## src/logic/tick_pkg.sv

```systemverilog
package tick_pkg;
  // register indices; byte address is four times the index
  localparam logic [7:0] IDX_MASK = 8'h24;
  localparam logic [7:0] IDX_FLAG = 8'h25;
  localparam logic [7:0] IDX_CTRL = 8'h26;
  localparam logic [7:0] IDX_COUNT = 8'h27;
  localparam int IDX_LSB = 2;
  // flag and enable bit positions, shared by mask and flag registers
  localparam int BIT_WRAP = 7;
  localparam int BIT_PERIODIC = 6;
  localparam int BIT_ACCUM_WRAP = 5;
  localparam int BIT_ACCUM_EDGE = 4;
  // writable and readable bits per register
  localparam logic [7:0] MASK_WMASK = 8'hf3;
  localparam logic [7:0] FLAG_MASK = 8'hf0;
  localparam logic [7:0] CTRL_WMASK = 8'h77;
  // reset values
  localparam logic [7:0] MASK_RESET = 8'h00;
  localparam logic [7:0] FLAG_RESET = 8'h00;
  localparam logic [7:0] CTRL_RESET = 8'h00;
  localparam logic [7:0] COUNT_RESET = 8'h00;
  // timing: periodic base divide is 2**13, gated divide is 64 = 2**6
  localparam int TICK_BASE_SHIFT_DEF = 13;
  localparam int TICK_RATE_STEPS = 3;
  localparam int GATE_DIV_W = 6;
  localparam int ADDR_W_DEF = 8;
  // axi responses
  localparam logic [1:0] RESP_OKAY = 2'h0;
  localparam logic [1:0] RESP_SLVERR = 2'h2;

  typedef struct packed {
    logic unused7;
    logic accum_enable;
    logic accum_mode;
    logic accum_edge_select;
    logic unused3;
    logic capture4_compare5_select;
    logic [1:0] tick_rate_select;
  } ctrl_t;

  typedef struct packed {
    logic wrap_int_enable;
    logic periodic_int_enable;
    logic accum_wrap_int_enable;
    logic accum_edge_int_enable;
    logic [1:0] unused;
    logic [1:0] main_prescale_select;
  } mask_t;

  typedef enum logic [2:0] {SEL_NONE, SEL_MASK, SEL_FLAG, SEL_CTRL, SEL_COUNT} reg_sel_t;
endpackage

```

## src/logic/periodic_tick_and_pulse_counter.sv

```systemverilog
module periodic_tick_and_pulse_counter import tick_pkg::*; #(
  parameter int ADDR_W = ADDR_W_DEF,
  parameter int TICK_BASE_SHIFT = TICK_BASE_SHIFT_DEF
) (
  input wire logic aclk,
  input wire logic aresetn,
  input wire logic [ADDR_W-1:0] awaddr,
  input wire logic awvalid,
  output logic awready,
  input wire logic [31:0] wdata,
  input wire logic [3:0] wstrb,
  input wire logic wvalid,
  output logic wready,
  output logic [1:0] bresp,
  output logic bvalid,
  input wire logic bready,
  input wire logic [ADDR_W-1:0] araddr,
  input wire logic arvalid,
  output logic arready,
  output logic [31:0] rdata,
  output logic [1:0] rresp,
  output logic rvalid,
  input wire logic rready,
  input wire logic accum_input_pin,
  input wire logic main_count_wrap,
  output logic irq,
  output logic [1:0] main_prescale_select,
  output logic capture4_compare5_select
);
  localparam int DIV_W = TICK_BASE_SHIFT + TICK_RATE_STEPS;

  // elaboration check on parameters
  if (ADDR_W < 8 || TICK_BASE_SHIFT < 1 || TICK_BASE_SHIFT > 24) begin : g_bad_param
    $error("unsupported parameter value");
  end

  // address decode shared by read and write paths
  function automatic reg_sel_t decode(input logic [ADDR_W-1:0] a);
    reg_sel_t s;
    s = SEL_NONE;
    if (a[1:0] == 2'h0 && a[ADDR_W-1:IDX_LSB] == (ADDR_W-IDX_LSB)'(IDX_MASK)) s = SEL_MASK;
    if (a[1:0] == 2'h0 && a[ADDR_W-1:IDX_LSB] == (ADDR_W-IDX_LSB)'(IDX_FLAG)) s = SEL_FLAG;
    if (a[1:0] == 2'h0 && a[ADDR_W-1:IDX_LSB] == (ADDR_W-IDX_LSB)'(IDX_CTRL)) s = SEL_CTRL;
    if (a[1:0] == 2'h0 && a[ADDR_W-1:IDX_LSB] == (ADDR_W-IDX_LSB)'(IDX_COUNT)) s = SEL_COUNT;
    return s;
  endfunction

  logic aw_held_reg, aw_held_next;
  logic w_held_reg, w_held_next;
  logic [ADDR_W-1:0] awaddr_reg;
  logic [7:0] wdata_reg;
  logic wstrb0_reg;
  logic awready_reg, wready_reg, bvalid_reg, arready_reg, rvalid_reg;
  logic [1:0] bresp_reg, rresp_reg;
  logic [31:0] rdata_reg;
  mask_t mask_reg, mask_next;
  ctrl_t ctrl_reg, ctrl_next;
  logic [7:0] flag_reg, flag_next;
  logic [7:0] count_reg, count_next;
  logic [DIV_W-1:0] tick_div_reg;
  logic [GATE_DIV_W-1:0] gate_div_reg;
  logic pin_meta_reg, pin_sync_reg, pin_prev_reg;
  logic irq_reg;

  // write channel handshake and decode
  wire aw_take = awvalid && awready_reg;
  wire w_take = wvalid && wready_reg;
  wire wr_fire = aw_held_reg && w_held_reg && !bvalid_reg;
  wire reg_sel_t wr_sel = decode(awaddr_reg);
  wire wr_en = wr_fire && wstrb0_reg;
  wire wr_mask = wr_en && wr_sel == SEL_MASK;
  wire wr_flag = wr_en && wr_sel == SEL_FLAG;
  wire wr_ctrl = wr_en && wr_sel == SEL_CTRL;
  wire wr_count = wr_en && wr_sel == SEL_COUNT;
  assign aw_held_next = (aw_held_reg && !wr_fire) || aw_take;
  assign w_held_next = (w_held_reg && !wr_fire) || w_take;

  // read channel decode
  wire ar_take = arvalid && arready_reg;
  wire reg_sel_t rd_sel = decode(araddr);
  wire [7:0] rd_byte = rd_sel == SEL_MASK ? 8'(mask_reg) & MASK_WMASK :
                       rd_sel == SEL_FLAG ? flag_reg & FLAG_MASK :
                       rd_sel == SEL_CTRL ? 8'(ctrl_reg) & CTRL_WMASK :
                       rd_sel == SEL_COUNT ? count_reg : 8'h00;

  // periodic timeout: low (base + rate) divider bits all ones
  wire [DIV_W:0] rate_bit = (DIV_W+1)'(1) << (TICK_BASE_SHIFT + int'(ctrl_reg.tick_rate_select));
  wire [DIV_W-1:0] rate_mask = DIV_W'(rate_bit - (DIV_W+1)'(1));
  wire periodic_timeout = (tick_div_reg & rate_mask) == rate_mask;

  // accumulator input conditioning
  wire pin_rise = pin_sync_reg && !pin_prev_reg;
  wire pin_fall = !pin_sync_reg && pin_prev_reg;
  wire sel_edge = ctrl_reg.accum_edge_select ? pin_rise : pin_fall;
  wire gate_active = pin_sync_reg ^ ctrl_reg.accum_edge_select;
  wire gate_tick = &gate_div_reg;
  wire count_inc = ctrl_reg.accum_enable &&
                   (ctrl_reg.accum_mode ? gate_tick && gate_active : sel_edge);
  wire accum_wrap = count_inc && !wr_count && count_reg == 8'hff;

  // flag set and clear; a set wins over a same-cycle clear
  wire [7:0] flag_clr = wr_flag ? wdata_reg & FLAG_MASK : 8'h00;
  wire [7:0] flag_set = {main_count_wrap, periodic_timeout, accum_wrap,
                         ctrl_reg.accum_enable && sel_edge, 4'h0};
  assign flag_next = ((flag_reg & ~flag_clr) | flag_set) & FLAG_MASK;
  assign mask_next = wr_mask ? mask_t'(wdata_reg & MASK_WMASK) : mask_reg;
  assign ctrl_next = wr_ctrl ? ctrl_t'(wdata_reg & CTRL_WMASK) : ctrl_reg;
  assign count_next = wr_count ? wdata_reg : count_inc ? count_reg + 8'h01 : count_reg;
  wire irq_next = |(flag_reg & 8'(mask_reg) & FLAG_MASK);

  // axi write side
  always_ff @(posedge aclk) begin
    if (!aresetn) begin
      aw_held_reg <= 1'b0;
      w_held_reg <= 1'b0;
      awready_reg <= 1'b0;
      wready_reg <= 1'b0;
      bvalid_reg <= 1'b0;
      bresp_reg <= RESP_OKAY;
    end else begin
      aw_held_reg <= aw_held_next;
      w_held_reg <= w_held_next;
      awready_reg <= !aw_held_next;
      wready_reg <= !w_held_next;
      if (wr_fire) begin
        bvalid_reg <= 1'b1;
        bresp_reg <= wr_sel == SEL_NONE ? RESP_SLVERR : RESP_OKAY;
      end else if (bready) begin
        bvalid_reg <= 1'b0;
      end
    end
  end

  // captured write payload
  always_ff @(posedge aclk) begin
    if (!aresetn) begin
      awaddr_reg <= '0;
      wdata_reg <= 8'h00;
      wstrb0_reg <= 1'b0;
    end else begin
      if (aw_take) awaddr_reg <= awaddr;
      if (w_take) wdata_reg <= wdata[7:0];
      if (w_take) wstrb0_reg <= wstrb[0];
    end
  end

  // axi read side, answer one cycle after the address is taken
  always_ff @(posedge aclk) begin
    if (!aresetn) begin
      arready_reg <= 1'b0;
      rvalid_reg <= 1'b0;
      rdata_reg <= 32'h0000_0000;
      rresp_reg <= RESP_OKAY;
    end else if (ar_take) begin
      arready_reg <= 1'b0;
      rvalid_reg <= 1'b1;
      rdata_reg <= {24'h00_0000, rd_byte};
      rresp_reg <= rd_sel == SEL_NONE ? RESP_SLVERR : RESP_OKAY;
    end else if (rvalid_reg && rready) begin
      arready_reg <= 1'b1;
      rvalid_reg <= 1'b0;
    end else begin
      arready_reg <= !rvalid_reg;
    end
  end

  // registers, flags, counter and request
  always_ff @(posedge aclk) begin
    if (!aresetn) begin
      mask_reg <= mask_t'(MASK_RESET);
      ctrl_reg <= ctrl_t'(CTRL_RESET);
      flag_reg <= FLAG_RESET;
      count_reg <= COUNT_RESET;
      irq_reg <= 1'b0;
    end else begin
      mask_reg <= mask_next;
      ctrl_reg <= ctrl_next;
      flag_reg <= flag_next;
      count_reg <= count_next;
      irq_reg <= irq_next;
    end
  end

  // free-running dividers, touched only by reset
  always_ff @(posedge aclk) begin
    if (!aresetn) begin
      tick_div_reg <= '0;
      gate_div_reg <= '0;
    end else begin
      tick_div_reg <= tick_div_reg + DIV_W'(1);
      gate_div_reg <= gate_div_reg + GATE_DIV_W'(1);
    end
  end

  // two-stage synchroniser and edge history for the accumulator pin
  always_ff @(posedge aclk) begin
    if (!aresetn) begin
      pin_meta_reg <= 1'b0;
      pin_sync_reg <= 1'b0;
      pin_prev_reg <= 1'b0;
    end else begin
      pin_meta_reg <= accum_input_pin;
      pin_sync_reg <= pin_meta_reg;
      pin_prev_reg <= pin_sync_reg;
    end
  end

  // output drive
  assign awready = awready_reg;
  assign wready = wready_reg;
  assign bvalid = bvalid_reg;
  assign bresp = bresp_reg;
  assign arready = arready_reg;
  assign rvalid = rvalid_reg;
  assign rdata = rdata_reg;
  assign rresp = rresp_reg;
  assign irq = irq_reg;
  assign main_prescale_select = mask_reg.main_prescale_select;
  assign capture4_compare5_select = ctrl_reg.capture4_compare5_select;

  // cycles since reset release, saturating, for the first-timeout check
  logic [DIV_W:0] since_rst_reg;
  always_ff @(posedge aclk) begin
    if (!aresetn) since_rst_reg <= '0;
    else if (!since_rst_reg[DIV_W]) since_rst_reg <= since_rst_reg + (DIV_W+1)'(1);
  end
endmodule

```

## config.mk

```make
export PLATFORM = sky130hd
export DESIGN_NAME = periodic_tick_and_pulse_counter
export DESIGN_NICKNAME = d
export VERILOG_FILES = /design/src/logic/tick_pkg.sv /design/src/logic/periodic_tick_and_pulse_counter.sv
export SDC_FILE = /design/constraint.sdc
export NUM_CORES = 1
export LEC_CHECK = 0
export BUFFER_PORTS_ARGS = -buffer_cell sky130_fd_sc_hd__buf_2
export CAP_MARGIN = 20
export CORE_MARGIN = 2
export CORE_UTILIZATION = 47
export DETAILED_ROUTE_END_ITERATION = 10
export PLACE_DENSITY = 0.77
export RECOVER_POWER = 100
export SYNTH_ARGS = -nofsm -noshare
export SYNTH_HDL_FRONTEND = slang
export SYNTH_SLANG_ARGS = --single-unit
export TNS_END_PERCENT = 10
```

## constraint.sdc

```tcl
create_clock -name aclk -period 1.71 [get_ports aclk]
set_clock_uncertainty 0.1 [all_clocks]
set_input_delay 0.4275 -clock aclk [delete_from_list [all_inputs] [get_ports aclk]]
set_output_delay 0.4275 -clock aclk [all_outputs]
set_load 0.01 [all_outputs]
```

==> impl_metrics.py, run 1 <==
metrics = {
    "setup_path": {
        "crit_family": "simple AND/OR/NAND/NOR gates",
        "slowest_stage": "or4_4",
        "path_class": "flop to flop",
        "crit_required_ns": 1.86,
        "arrival_ns": 2.06,
        "crit_path_end_kind": "flop",
        "cp.buffers_inverters": 0,
        "max_stage_delay_ns": 0.51,
        "cp-start-kind": "flop",
        "worstPathMaxFanout": 12,
        "crit_chain": "nand4bb_4 > or4_4 > or3_4 > nand3_1 > o21ai_2",
    },
    "pwr": {
        "ir_worst_vdd_uv": 474.3,
        "netSwitchingPower_uw": 920.6,
        "power.internal_uw": 2865,
        "p_comb_share_pct": 6.9,
        "p_sw_share_pct": 24.32,
        "clkPwrFrac_pct": 39.0,
        "leakage_uw": 0.001611,
        "p_seq_share_pct": 54.1,
        "total_power_uw": 3786,
        "power_density_mw_per_mm2": 874.2,
    },
    "timing": {
        "slew_headroom_pct": 43.92,
        "setup_ws_ns": -0.1934,
        "finalCriticalPeriod_ns": 1.903,
        "post-route-period-util_pct": 111.3,
        "final-setup-viol-count": 24,
        "worstMarginPinSlew_ns": 0.8413,
        "rsz0062_at_grt": "true",
        "fmax_mhz": 525.4,
        "maxSlewViolCount": 0,
        "hold_ws_ns": 0.1831,
        "hold_viol_final": 0,
    },
    "clocking": {
        "cts-root-buf": "clkbuf_8",
        "clk_path_buf_depth": 2,
        "htree_levels": 3,
        "clkLatencyLatePin_ns": 0.36,
        "hold_buffers": 0,
        "postCtsSetupBuffers": 0,
        "cts_tree": "yes",
        "clkTransAtPathRegs_ns": 0.08,
        "numClockSinks": 84,
        "cts_buffers": 9,
    },
    "detailed_routing": {
        "routedWlPerCell_um": 13.40,
        "first_iter_violations": 166,
        "viasPerCell": 5.213,
        "wl_um": 7988,
        "drc": 0,
        "vias": 3107,
        "ant_nets": 0,
        "dr.pass1.iters": 4,
    },
    "synthesis": {
        "async_flop_share_pct": 0,
        "synth_area_mm2": 0.003725,
        "synth-seq-cells": 84,
        "synth_cell_types": 50,
        "synthesis.instances": 422,
        "avgSynthCellArea_um2": 8.827,
        "yosysWarnings": 0,
        "synth-edff-count": 0,
        "seq_area_frac_synth_pct": 45.15,
        "synth_ff_type": "dfxtp_1",
    },
    "cells_and_area": {
        "regArea_mm2": 0.001683,
        "area_growth_pct": 16.26,
        "nets": 553,
        "diodes": 0,
        "fill_cells": 707,
        "drive_gt1_share_pct": 19.43,
        "largest_register_ff_count": 16,
        "finalInstanceArea_mm2": 0.004330,
        "multiInputGateArea_mm2": 0.001867,
        "final_common_cell": "dfxtp_1",
        "layout_common_cells": "dfxtp_1, nand2_1, a21oi_1",
    },
    "placed_design": {
        "place_area_mm2": 0.004119,
        "io_buffers": 52,
        "hpwlAfterDp_um": 5728,
        "place.gp.congestion": 0.8999,
    },
    "global_routing": {
        "first_global_vias": 2893,
        "grt_pass1_wl_um": 13300,
        "grt-ovfl-total": 0,
        "grt_max_degree": 37,
        "grtUsageTotal_pct": 19.46,
        "grt_antenna_before_repair": 0,
    },
    "flow_run": {
        "max_cap_viol_count": 0,
    },
    "run_status": {
        "status": "finished with violations",
        "violations": "setup timing",
    },
    "floorplanning": {
        "ios": 106,
        "start_util_pct": 48.45,
        "rows": 32,
        "die_area_mm2": 0.008654,
        "dieHeight_um": 93.03,
        "die_x_um": 93.03,
        "core_area_mm2": 0.007687,
    },
    "hold_path": {
        "hp-class": "input pin to flop",
    },
}
## stage by stage
step	cells	setup WS, ns	setup TNS [ns]	utilization (%)
floorplan	447	-0.1187	-0.5657	-
global placement	580	-0.2161	-1.994	53.58
detailed placement	580	-0.2436	-3.062	53.58
CTS	596	-0.2023	-2.195	56.66
global route	596	-0.2705	-4.831	56.33
finish	596	-0.1934	-2.658	56.33
## layout make-up
class | instances | share of cell area (%)
Multi-Input combinational cell | 313 | 43.11
Sequential cell | 84 | 38.86
Timing Repair Buffer | 77 | 9.853
Clock buffer | 11 | 3.496
Tap cell | 102 | 2.947
Clock inverter | 5 | 1.387
Inverter | 4 | 0.3467
## worst register-to-register path: stages (launching register included)
cell and delay [ns]:
dfxtp_2 0.33, nand4bb_4 0.22, or4_4 0.51, or3_4 0.46, nand3_1 0.14, o21ai_2 0.05
## power groups by stage
stage,sequential (µW),clock (µW),combinational (µW)
2_1_floorplan,2080,0,204
3_3_place_gp,2090,0,254
5_1_grt,2060,1590,293
6_report,2050,1480,260
3_5_place_dp,2090,0,260
4_1_cts,2050,1490,264
## synth_stat cells, drive strengths merged (2+ instances only)
cell type / n / area share (%)
clkbuf: 12 / 1.2
nor4: 4 / 0.67
mux2i: 3 / 0.81
inv: 4 / 0.40
nor3: 6 / 0.81
xor2: 11 / 2.6
xnor2: 12 / 2.8
nor2b: 2 / 0.34
nand2b: 4 / 0.67
nand4: 8 / 1.3
and3: 6 / 1.0
nand4b: 2 / 0.47
nor2: 32 / 3.2
nand3b: 2 / 0.40
nand3: 32 / 4.8
mux2: 2 / 0.60
buf: 34 / 6.5
or3: 3 / 0.64
a21boi: 3 / 0.60
ha: 3 / 1.0
o21ai: 27 / 4.2
dfxtp: 84 / 45
nand2: 51 / 5.1
nand4bb: 2 / 1.0
a21oi: 40 / 5.4
mux4: 3 / 1.8
a22oi: 8 / 1.6
and2: 8 / 1.3
## timing repair
action | CTS | global route
endpoints found under the setup margin | 24 | 26
pin swaps | 4 | 2
resized for setup | 6 | 4
cloned | 0 | 0
## cells by family (layout without fill, tap and decap cells)
kind of cell               count (synthesis)  in the layout  share of synthesized area [%]
adders and majority gates                  3              3                          1.008
muxes                                      8              8                          3.225
and+or+nand+nor                          167            167                          23.41
buffers and inverters                     50             97                          8.129
xor gates and xnor gates                  23             23                          5.408
AOI/OAI and AO/OA                         86             86                          13.57
DFF                                       84             84                          45.15
other                                      1             26                         0.1007
## routing by layer
layer	GRT usage [%]	up-vias	share of wire [%]
li1	-	1544	-
met5	0	-	0
met4	9.559	0	1.6
met3	3.546	16	5.9
met1	24.73	1446	45
met2	31.88	101	47
## worst paths after layout
path                                       from                      end  slack, ns  depth (start not counted)
worst max-delay path              awaddr_reg[1]  main_prescale_select[1]      -0.19                          5
worst min-delay path            accum_input_pin             pin_meta_reg       0.18                          2
worst max register to register    awaddr_reg[1]  main_prescale_select[1]      -0.19                          5
worst min register to register     pin_meta_reg             pin_sync_reg       0.35                          1
No activity file was read; power rests on OpenSTA's default activity.
==> inputs of run 2 (changes only) <==
--- a/config.mk
+++ b/config.mk
@@ -7,7 +7,7 @@
 export LEC_CHECK = 0
 export BUFFER_PORTS_ARGS = -buffer_cell sky130_fd_sc_hd__buf_2
 export CAP_MARGIN = 20
-export CORE_MARGIN = 2
+export CORE_MARGIN = 5
 export CORE_UTILIZATION = 47
 export DETAILED_ROUTE_END_ITERATION = 10
 export PLACE_DENSITY = 0.77
==> impl_metrics.py, run 2 (synthesized netlist as in run 1, its figures left out) <==
metrics = {
    "run_status": {
        "status": "finished with violations",
        "violations": "setup timing",
    },
    "detailed_routing": {
        "drc": 0,
        "wl_um": 8359,
        "met1_length_um": 3663,
        "top_layer": "met4",
        "vias": 3133,
        "viasPerCell": 5.239,
        "wl_met3_um": 527,
        "first_iter_violations": 196,
        "ant_nets": 0,
        "route.met2.wl_um": 3989,
        "routedWlPerCell_um": 13.98,
        "dr.pass1.iters": 5,
    },
    "timing": {
        "setup_ws_ns": -0.1735,
        "final-setup-viol-count": 17,
        "finalCriticalPeriod_ns": 1.883,
        "hold_ws_ns": 0.1911,
        "fmax_mhz": 530.9,
        "rsz0062_at_grt": "true",
        "post-route-period-util_pct": 110.1,
        "fin_tns_setup_ns": -1.375,
        "worstMarginPinSlew_ns": 0.5701,
        "slew_headroom_pct": 61.98,
        "maxSlewViolCount": 0,
        "hold_viol_final": 0,
    },
    "setup_path": {
        "crit_required_ns": 1.85,
        "max_stage_delay_ns": 0.54,
        "cp-start-kind": "flop",
        "cp.buffers_inverters": 0,
        "crit_chain": "nand4bb_4 > or4_4 > or3_4 > nand3_1 > o21ai_2",
        "crit_family": "simple AND/OR/NAND/NOR gates",
        "arrival_ns": 2.02,
        "worstPathMaxFanout": 6,
        "slowest_stage": "or4_4",
        "crit_path_end_kind": "flop",
        "path_class": "flop to flop",
    },
    "placed_design": {
        "place.gp.congestion": 0.9253,
        "numPlacedInstances": 582,
        "hpwlAfterDp_um": 5987,
        "io_buffers": 52,
    },
    "flow_run": {
        "max_cap_viol_count": 0,
    },
    "floorplanning": {
        "dieHeight_um": 99.03,
        "start_util_pct": 48.20,
        "rows": 32,
        "core_area_mm2": 0.007727,
        "ios": 106,
        "die_x_um": 99.03,
        "die_area_mm2": 0.009806,
    },
    "global_routing": {
        "first_global_vias": 3025,
        "grt_pass1_wl_um": 14010,
        "grt_antenna_before_repair": 0,
        "grt-ovfl-total": 0,
        "grt_max_degree": 33,
        "grtUsageTotal_pct": 17.33,
    },
    "pwr": {
        "p_seq_share_pct": 55.5,
        "p_sw_share_pct": 23.84,
        "netSwitchingPower_uw": 881.5,
        "leakage_uw": 0.001602,
        "power.internal_uw": 2816,
        "p_comb_share_pct": 7.1,
        "clkPwrFrac_pct": 37.4,
        "ir_worst_vdd_uv": 588.5,
        "power_density_mw_per_mm2": 852.9,
    },
    "cells_and_area": {
        "regArea_mm2": 0.001682,
        "stdcell_count": 598,
        "layout_common_cells": "dfxtp_1, nand2_1, a21oi_1",
        "fill_cells": 723,
        "diodes": 0,
        "area_growth_pct": 16.39,
        "nets": 556,
        "drive_gt1_share_pct": 19.76,
        "final_common_cell": "dfxtp_1",
        "largest_register_ff_count": 16,
        "multiInputGateArea_mm2": 0.001878,
        "final_core_util_pct": 56.10,
    },
    "hold_path": {
        "hp-class": "input pin to flop",
    },
    "clocking": {
        "htree_levels": 3,
        "hold_buffers": 0,
        "numClockSinks": 84,
        "cts-root-buf": "clkbuf_8",
        "postCtsSetupBuffers": 0,
        "cts_tree": "yes",
        "clkLatencyLatePin_ns": 0.35,
        "cts_buffers": 9,
        "clk_path_buf_depth": 2,
        "clkTransAtPathRegs_ns": 0.08,
    },
}
==> run 2: cell count changes in the layout (fill, tap and decap cells not counted), moves of 2 or more <==
cell / change
o21ai_1: +5
clkbuf_1: +2
clkinv_4: -2
o21ai_0: -5
==> run 2: path summary, 6_finish.rpt <==
kind,start,to,slack [ns],cells past startpoint
setup / recovery,awaddr_reg[1],main_prescale_select[1],-0.17,5
hold / removal,accum_input_pin,pin_meta_reg,0.19,2
setup reg to reg,awaddr_reg[1],main_prescale_select[1],-0.17,5
hold reg to reg,pin_meta_reg,pin_sync_reg,0.34,1
==> run 2: power by group through the flow <==
stage | clock (µW) | sequential, µW | combinational [µW]
after floorplan | 0 | 2080 | 204
after global placement | 0 | 2090 | 257
after detailed placement | 0 | 2090 | 265
after CTS | 1410 | 2050 | 267
after global routing | 1490 | 2060 | 298
final | 1380 | 2050 | 263
==> run 2: worst reg2reg max path, stage by stage, from the launching register on <==
cell and delay (ns):
dfxtp_1 0.32, nand4bb_4 0.22, or4_4 0.54, or3_4 0.42
nand3_1 0.12, o21ai_2 0.06
==> run 2: timing repair <==
action                                  CTS  global route
gates cloned                              1             0
pin swaps                                 1             3
endpoints found under the setup margin   23            27
resized for setup                         6            13
==> run 2: per-stage QoR <==
stage | power, µW | setup slack (ns) | area (µm²)
after global placement | 2346 | -0.1604 | 4134
final | 3698 | -0.1735 | 4335
after CTS | 3728 | -0.1669 | 4357
after detailed placement | 2357 | -0.1881 | 4134
after global routing | 3843 | -0.2246 | 4335
after floorplan | 2288 | -0.1187 | 3819
==> run 2: per-layer routing <==
metal	vias to the layer above	GRT usage [%]
met2	93	27.43
met4	0	6.933
li1	1563	-
met5	-	0
met1	1461	23.45
met3	16	2.972
==> run 2: area by class of cell <==
| class | instances | share of cell area [%] |
|---|---|---|
| inverters | 4 | 0.3463 |
| well taps | 102 | 2.944 |
| multi-input cells | 314 | 43.32 |
| clock inverters | 4 | 1.154 |
| repair buffers | 79 | 10.19 |
| flip-flops and latches | 84 | 38.79 |
| clock buffers | 11 | 3.261 |
==> inputs of run 3 (changes only) <==
--- a/config.mk
+++ b/config.mk
@@ -10,7 +10,7 @@
 export CORE_MARGIN = 5
 export CORE_UTILIZATION = 47
 export DETAILED_ROUTE_END_ITERATION = 10
-export PLACE_DENSITY = 0.77
+export PLACE_DENSITY = 0.76
 export RECOVER_POWER = 100
 export SYNTH_ARGS = -nofsm -noshare
 export SYNTH_HDL_FRONTEND = slang
==> impl_metrics.py, run 3 (synthesized netlist as in run 1, its figures left out) <==
metrics = {
    "run_status": {
        "violations": "setup timing",
        "status": "finished with violations",
    },
    "placed_design": {
        "hpwlAfterDp_um": 5977,
        "io_buffers": 52,
        "place.gp.congestion": 0.9167,
    },
    "timing": {
        "finalCriticalPeriod_ns": 1.851,
        "setup_ws_ns": -0.1410,
        "worstMarginPinSlew_ns": 0.7082,
        "rsz0062_at_grt": "true",
        "final-setup-viol-count": 21,
        "hold_viol_final": 0,
        "post-route-period-util_pct": 108.2,
        "fmax_mhz": 540.3,
        "fin_tns_setup_ns": -1.285,
        "maxSlewViolCount": 0,
        "slew_headroom_pct": 52.79,
    },
    "global_routing": {
        "grt-ovfl-total": 0,
        "grt_pass1_wl_um": 13300,
        "grt_max_degree": 36,
        "first_global_vias": 2928,
        "grtUsageTotal_pct": 16.79,
        "grt_antenna_before_repair": 0,
    },
    "cells_and_area": {
        "nets": 552,
        "largest_register_ff_count": 16,
        "layout_common_cells": "dfxtp_1, nand2_1, a21oi_1",
        "regArea_mm2": 0.001683,
        "area_growth_pct": 16.02,
        "fill_cells": 715,
        "final_common_cell": "dfxtp_1",
        "multiInputGateArea_mm2": 0.001877,
        "drive_gt1_share_pct": 19.47,
        "diodes": 0,
    },
    "pwr": {
        "leakage_uw": 0.001596,
        "ir_worst_vdd_uv": 597.1,
        "power_density_mw_per_mm2": 888.3,
        "total_power_uw": 3839,
    },
    "floorplanning": {
        "core_area_mm2": 0.007727,
        "ios": 106,
        "start_util_pct": 48.20,
        "dieHeight_um": 99.03,
        "die_x_um": 99.03,
        "die_area_mm2": 0.009806,
        "rows": 32,
    },
    "detailed_routing": {
        "vias": 3080,
        "wl_um": 8216,
        "top_layer": "met4",
        "drc": 0,
        "dr.pass1.iters": 4,
        "viasPerCell": 5.176,
        "first_iter_violations": 193,
        "routedWlPerCell_um": 13.81,
        "ant_nets": 0,
        "met1_length_um": 3643,
        "wl_met3_um": 447,
        "route.met2.wl_um": 3938,
    },
    "clocking": {
        "clkLatencyLatePin_ns": 0.35,
        "cts_buffers": 9,
        "clk_path_buf_depth": 2,
        "clkTransAtPathRegs_ns": 0.09,
        "htree_levels": 3,
        "numClockSinks": 84,
        "cts_tree": "yes",
        "postCtsSetupBuffers": 0,
        "cts-root-buf": "clkbuf_8",
    },
    "setup_path": {
        "r2r-start": "awaddr_reg[1]",
        "path_class": "flop to flop",
        "arrival_ns": 1.99,
        "worstPathMaxFanout": 6,
        "crit_path_end_kind": "flop",
        "cp-start-kind": "flop",
        "rr_worst_depth": 5,
        "crit_required_ns": 1.85,
        "timing.rr.end": "mask_reg[6]",
        "reg2reg_setup_slack_ns": -0.14,
    },
    "hold_path": {
        "min_to": "pin_meta_reg",
        "hp-start": "accum_input_pin",
        "hp-class": "input pin to flop",
        "hold-path-cell-count": 2,
    },
    "flow_run": {
        "max_cap_viol_count": 0,
    },
}
-- run 3: how the worst max path moves through the flow --
stage | from | to | slack [ns]
6_report | awaddr_reg[1] | mask_reg[6] | -0.14
5_1_grt | awaddr_reg[1] | flag_reg[6] | -0.21
4_1_cts | awaddr_reg[1] | flag_reg[6] | -0.15
3_5_place_dp | awaddr_reg[1] | count_reg[7] | -0.19
3_3_place_gp | awaddr_reg[1] | main_prescale_select[0] | -0.14
2_1_floorplan | awaddr_reg[1] | mask_reg[4] | -0.12
-- run 3: where the power goes --
part	leakage [µW]	switching, µW	internal (µW)
sequential	0.000682	44.6	2010
clock	0.000107	669	862
combinational	0.000807	155	103
total	0.00160	869	2970
-- run 3: area by class of cell --
type | count | share of cell area (%)
Clock buffer | 12 | 3.358
Clock inverter | 4 | 1.679
Inverter | 4 | 0.3474
Multi-Input combinational cell | 314 | 43.43
Sequential cell | 84 | 38.94
Tap cell | 102 | 2.953
Timing Repair Buffer | 75 | 9.294
-- run 3: stage by stage --
stage               cells  utilization [%]  setup slack (ns)  cell area [µm²]  hold WS, ns
floorplan             447                -           -0.1187             3819       0.3119
CTS                   595            56.48           -0.1514             4364       0.1861
finish                595            55.93           -0.1410             4322       0.1979
global route          595            55.93           -0.2071             4322       0.1880
detailed placement    578            53.11           -0.1936             4104       0.3230
global placement      578            53.11           -0.1423             4104       0.3195
-- run 3: metal layers --
metal,GRT usage [%],vias to the layer above
met3,3.468,16
met1,20.67,1430
li1,-,1552
met2,28.05,82
met4,7.773,0
met5,0,-
-- run 3: timing repair --
| action | 4_1_cts | 5_1_grt |
|---|---|---|
| resized for setup | 11 | 6 |
| cloned | 1 | 0 |
| pin swaps | 5 | 2 |
| hold buffers | 0 | 0 |
| endpoints found under the setup margin | 23 | 26 |
-- run 3: worst max-delay path, stage by stage (launching register included) --
cell and delay, ns:
dfxtp_2 0.33, nand4bb_4 0.21, or4_4 0.52, or3_4 0.42
nand3_2 0.11, o21ai_2 0.05
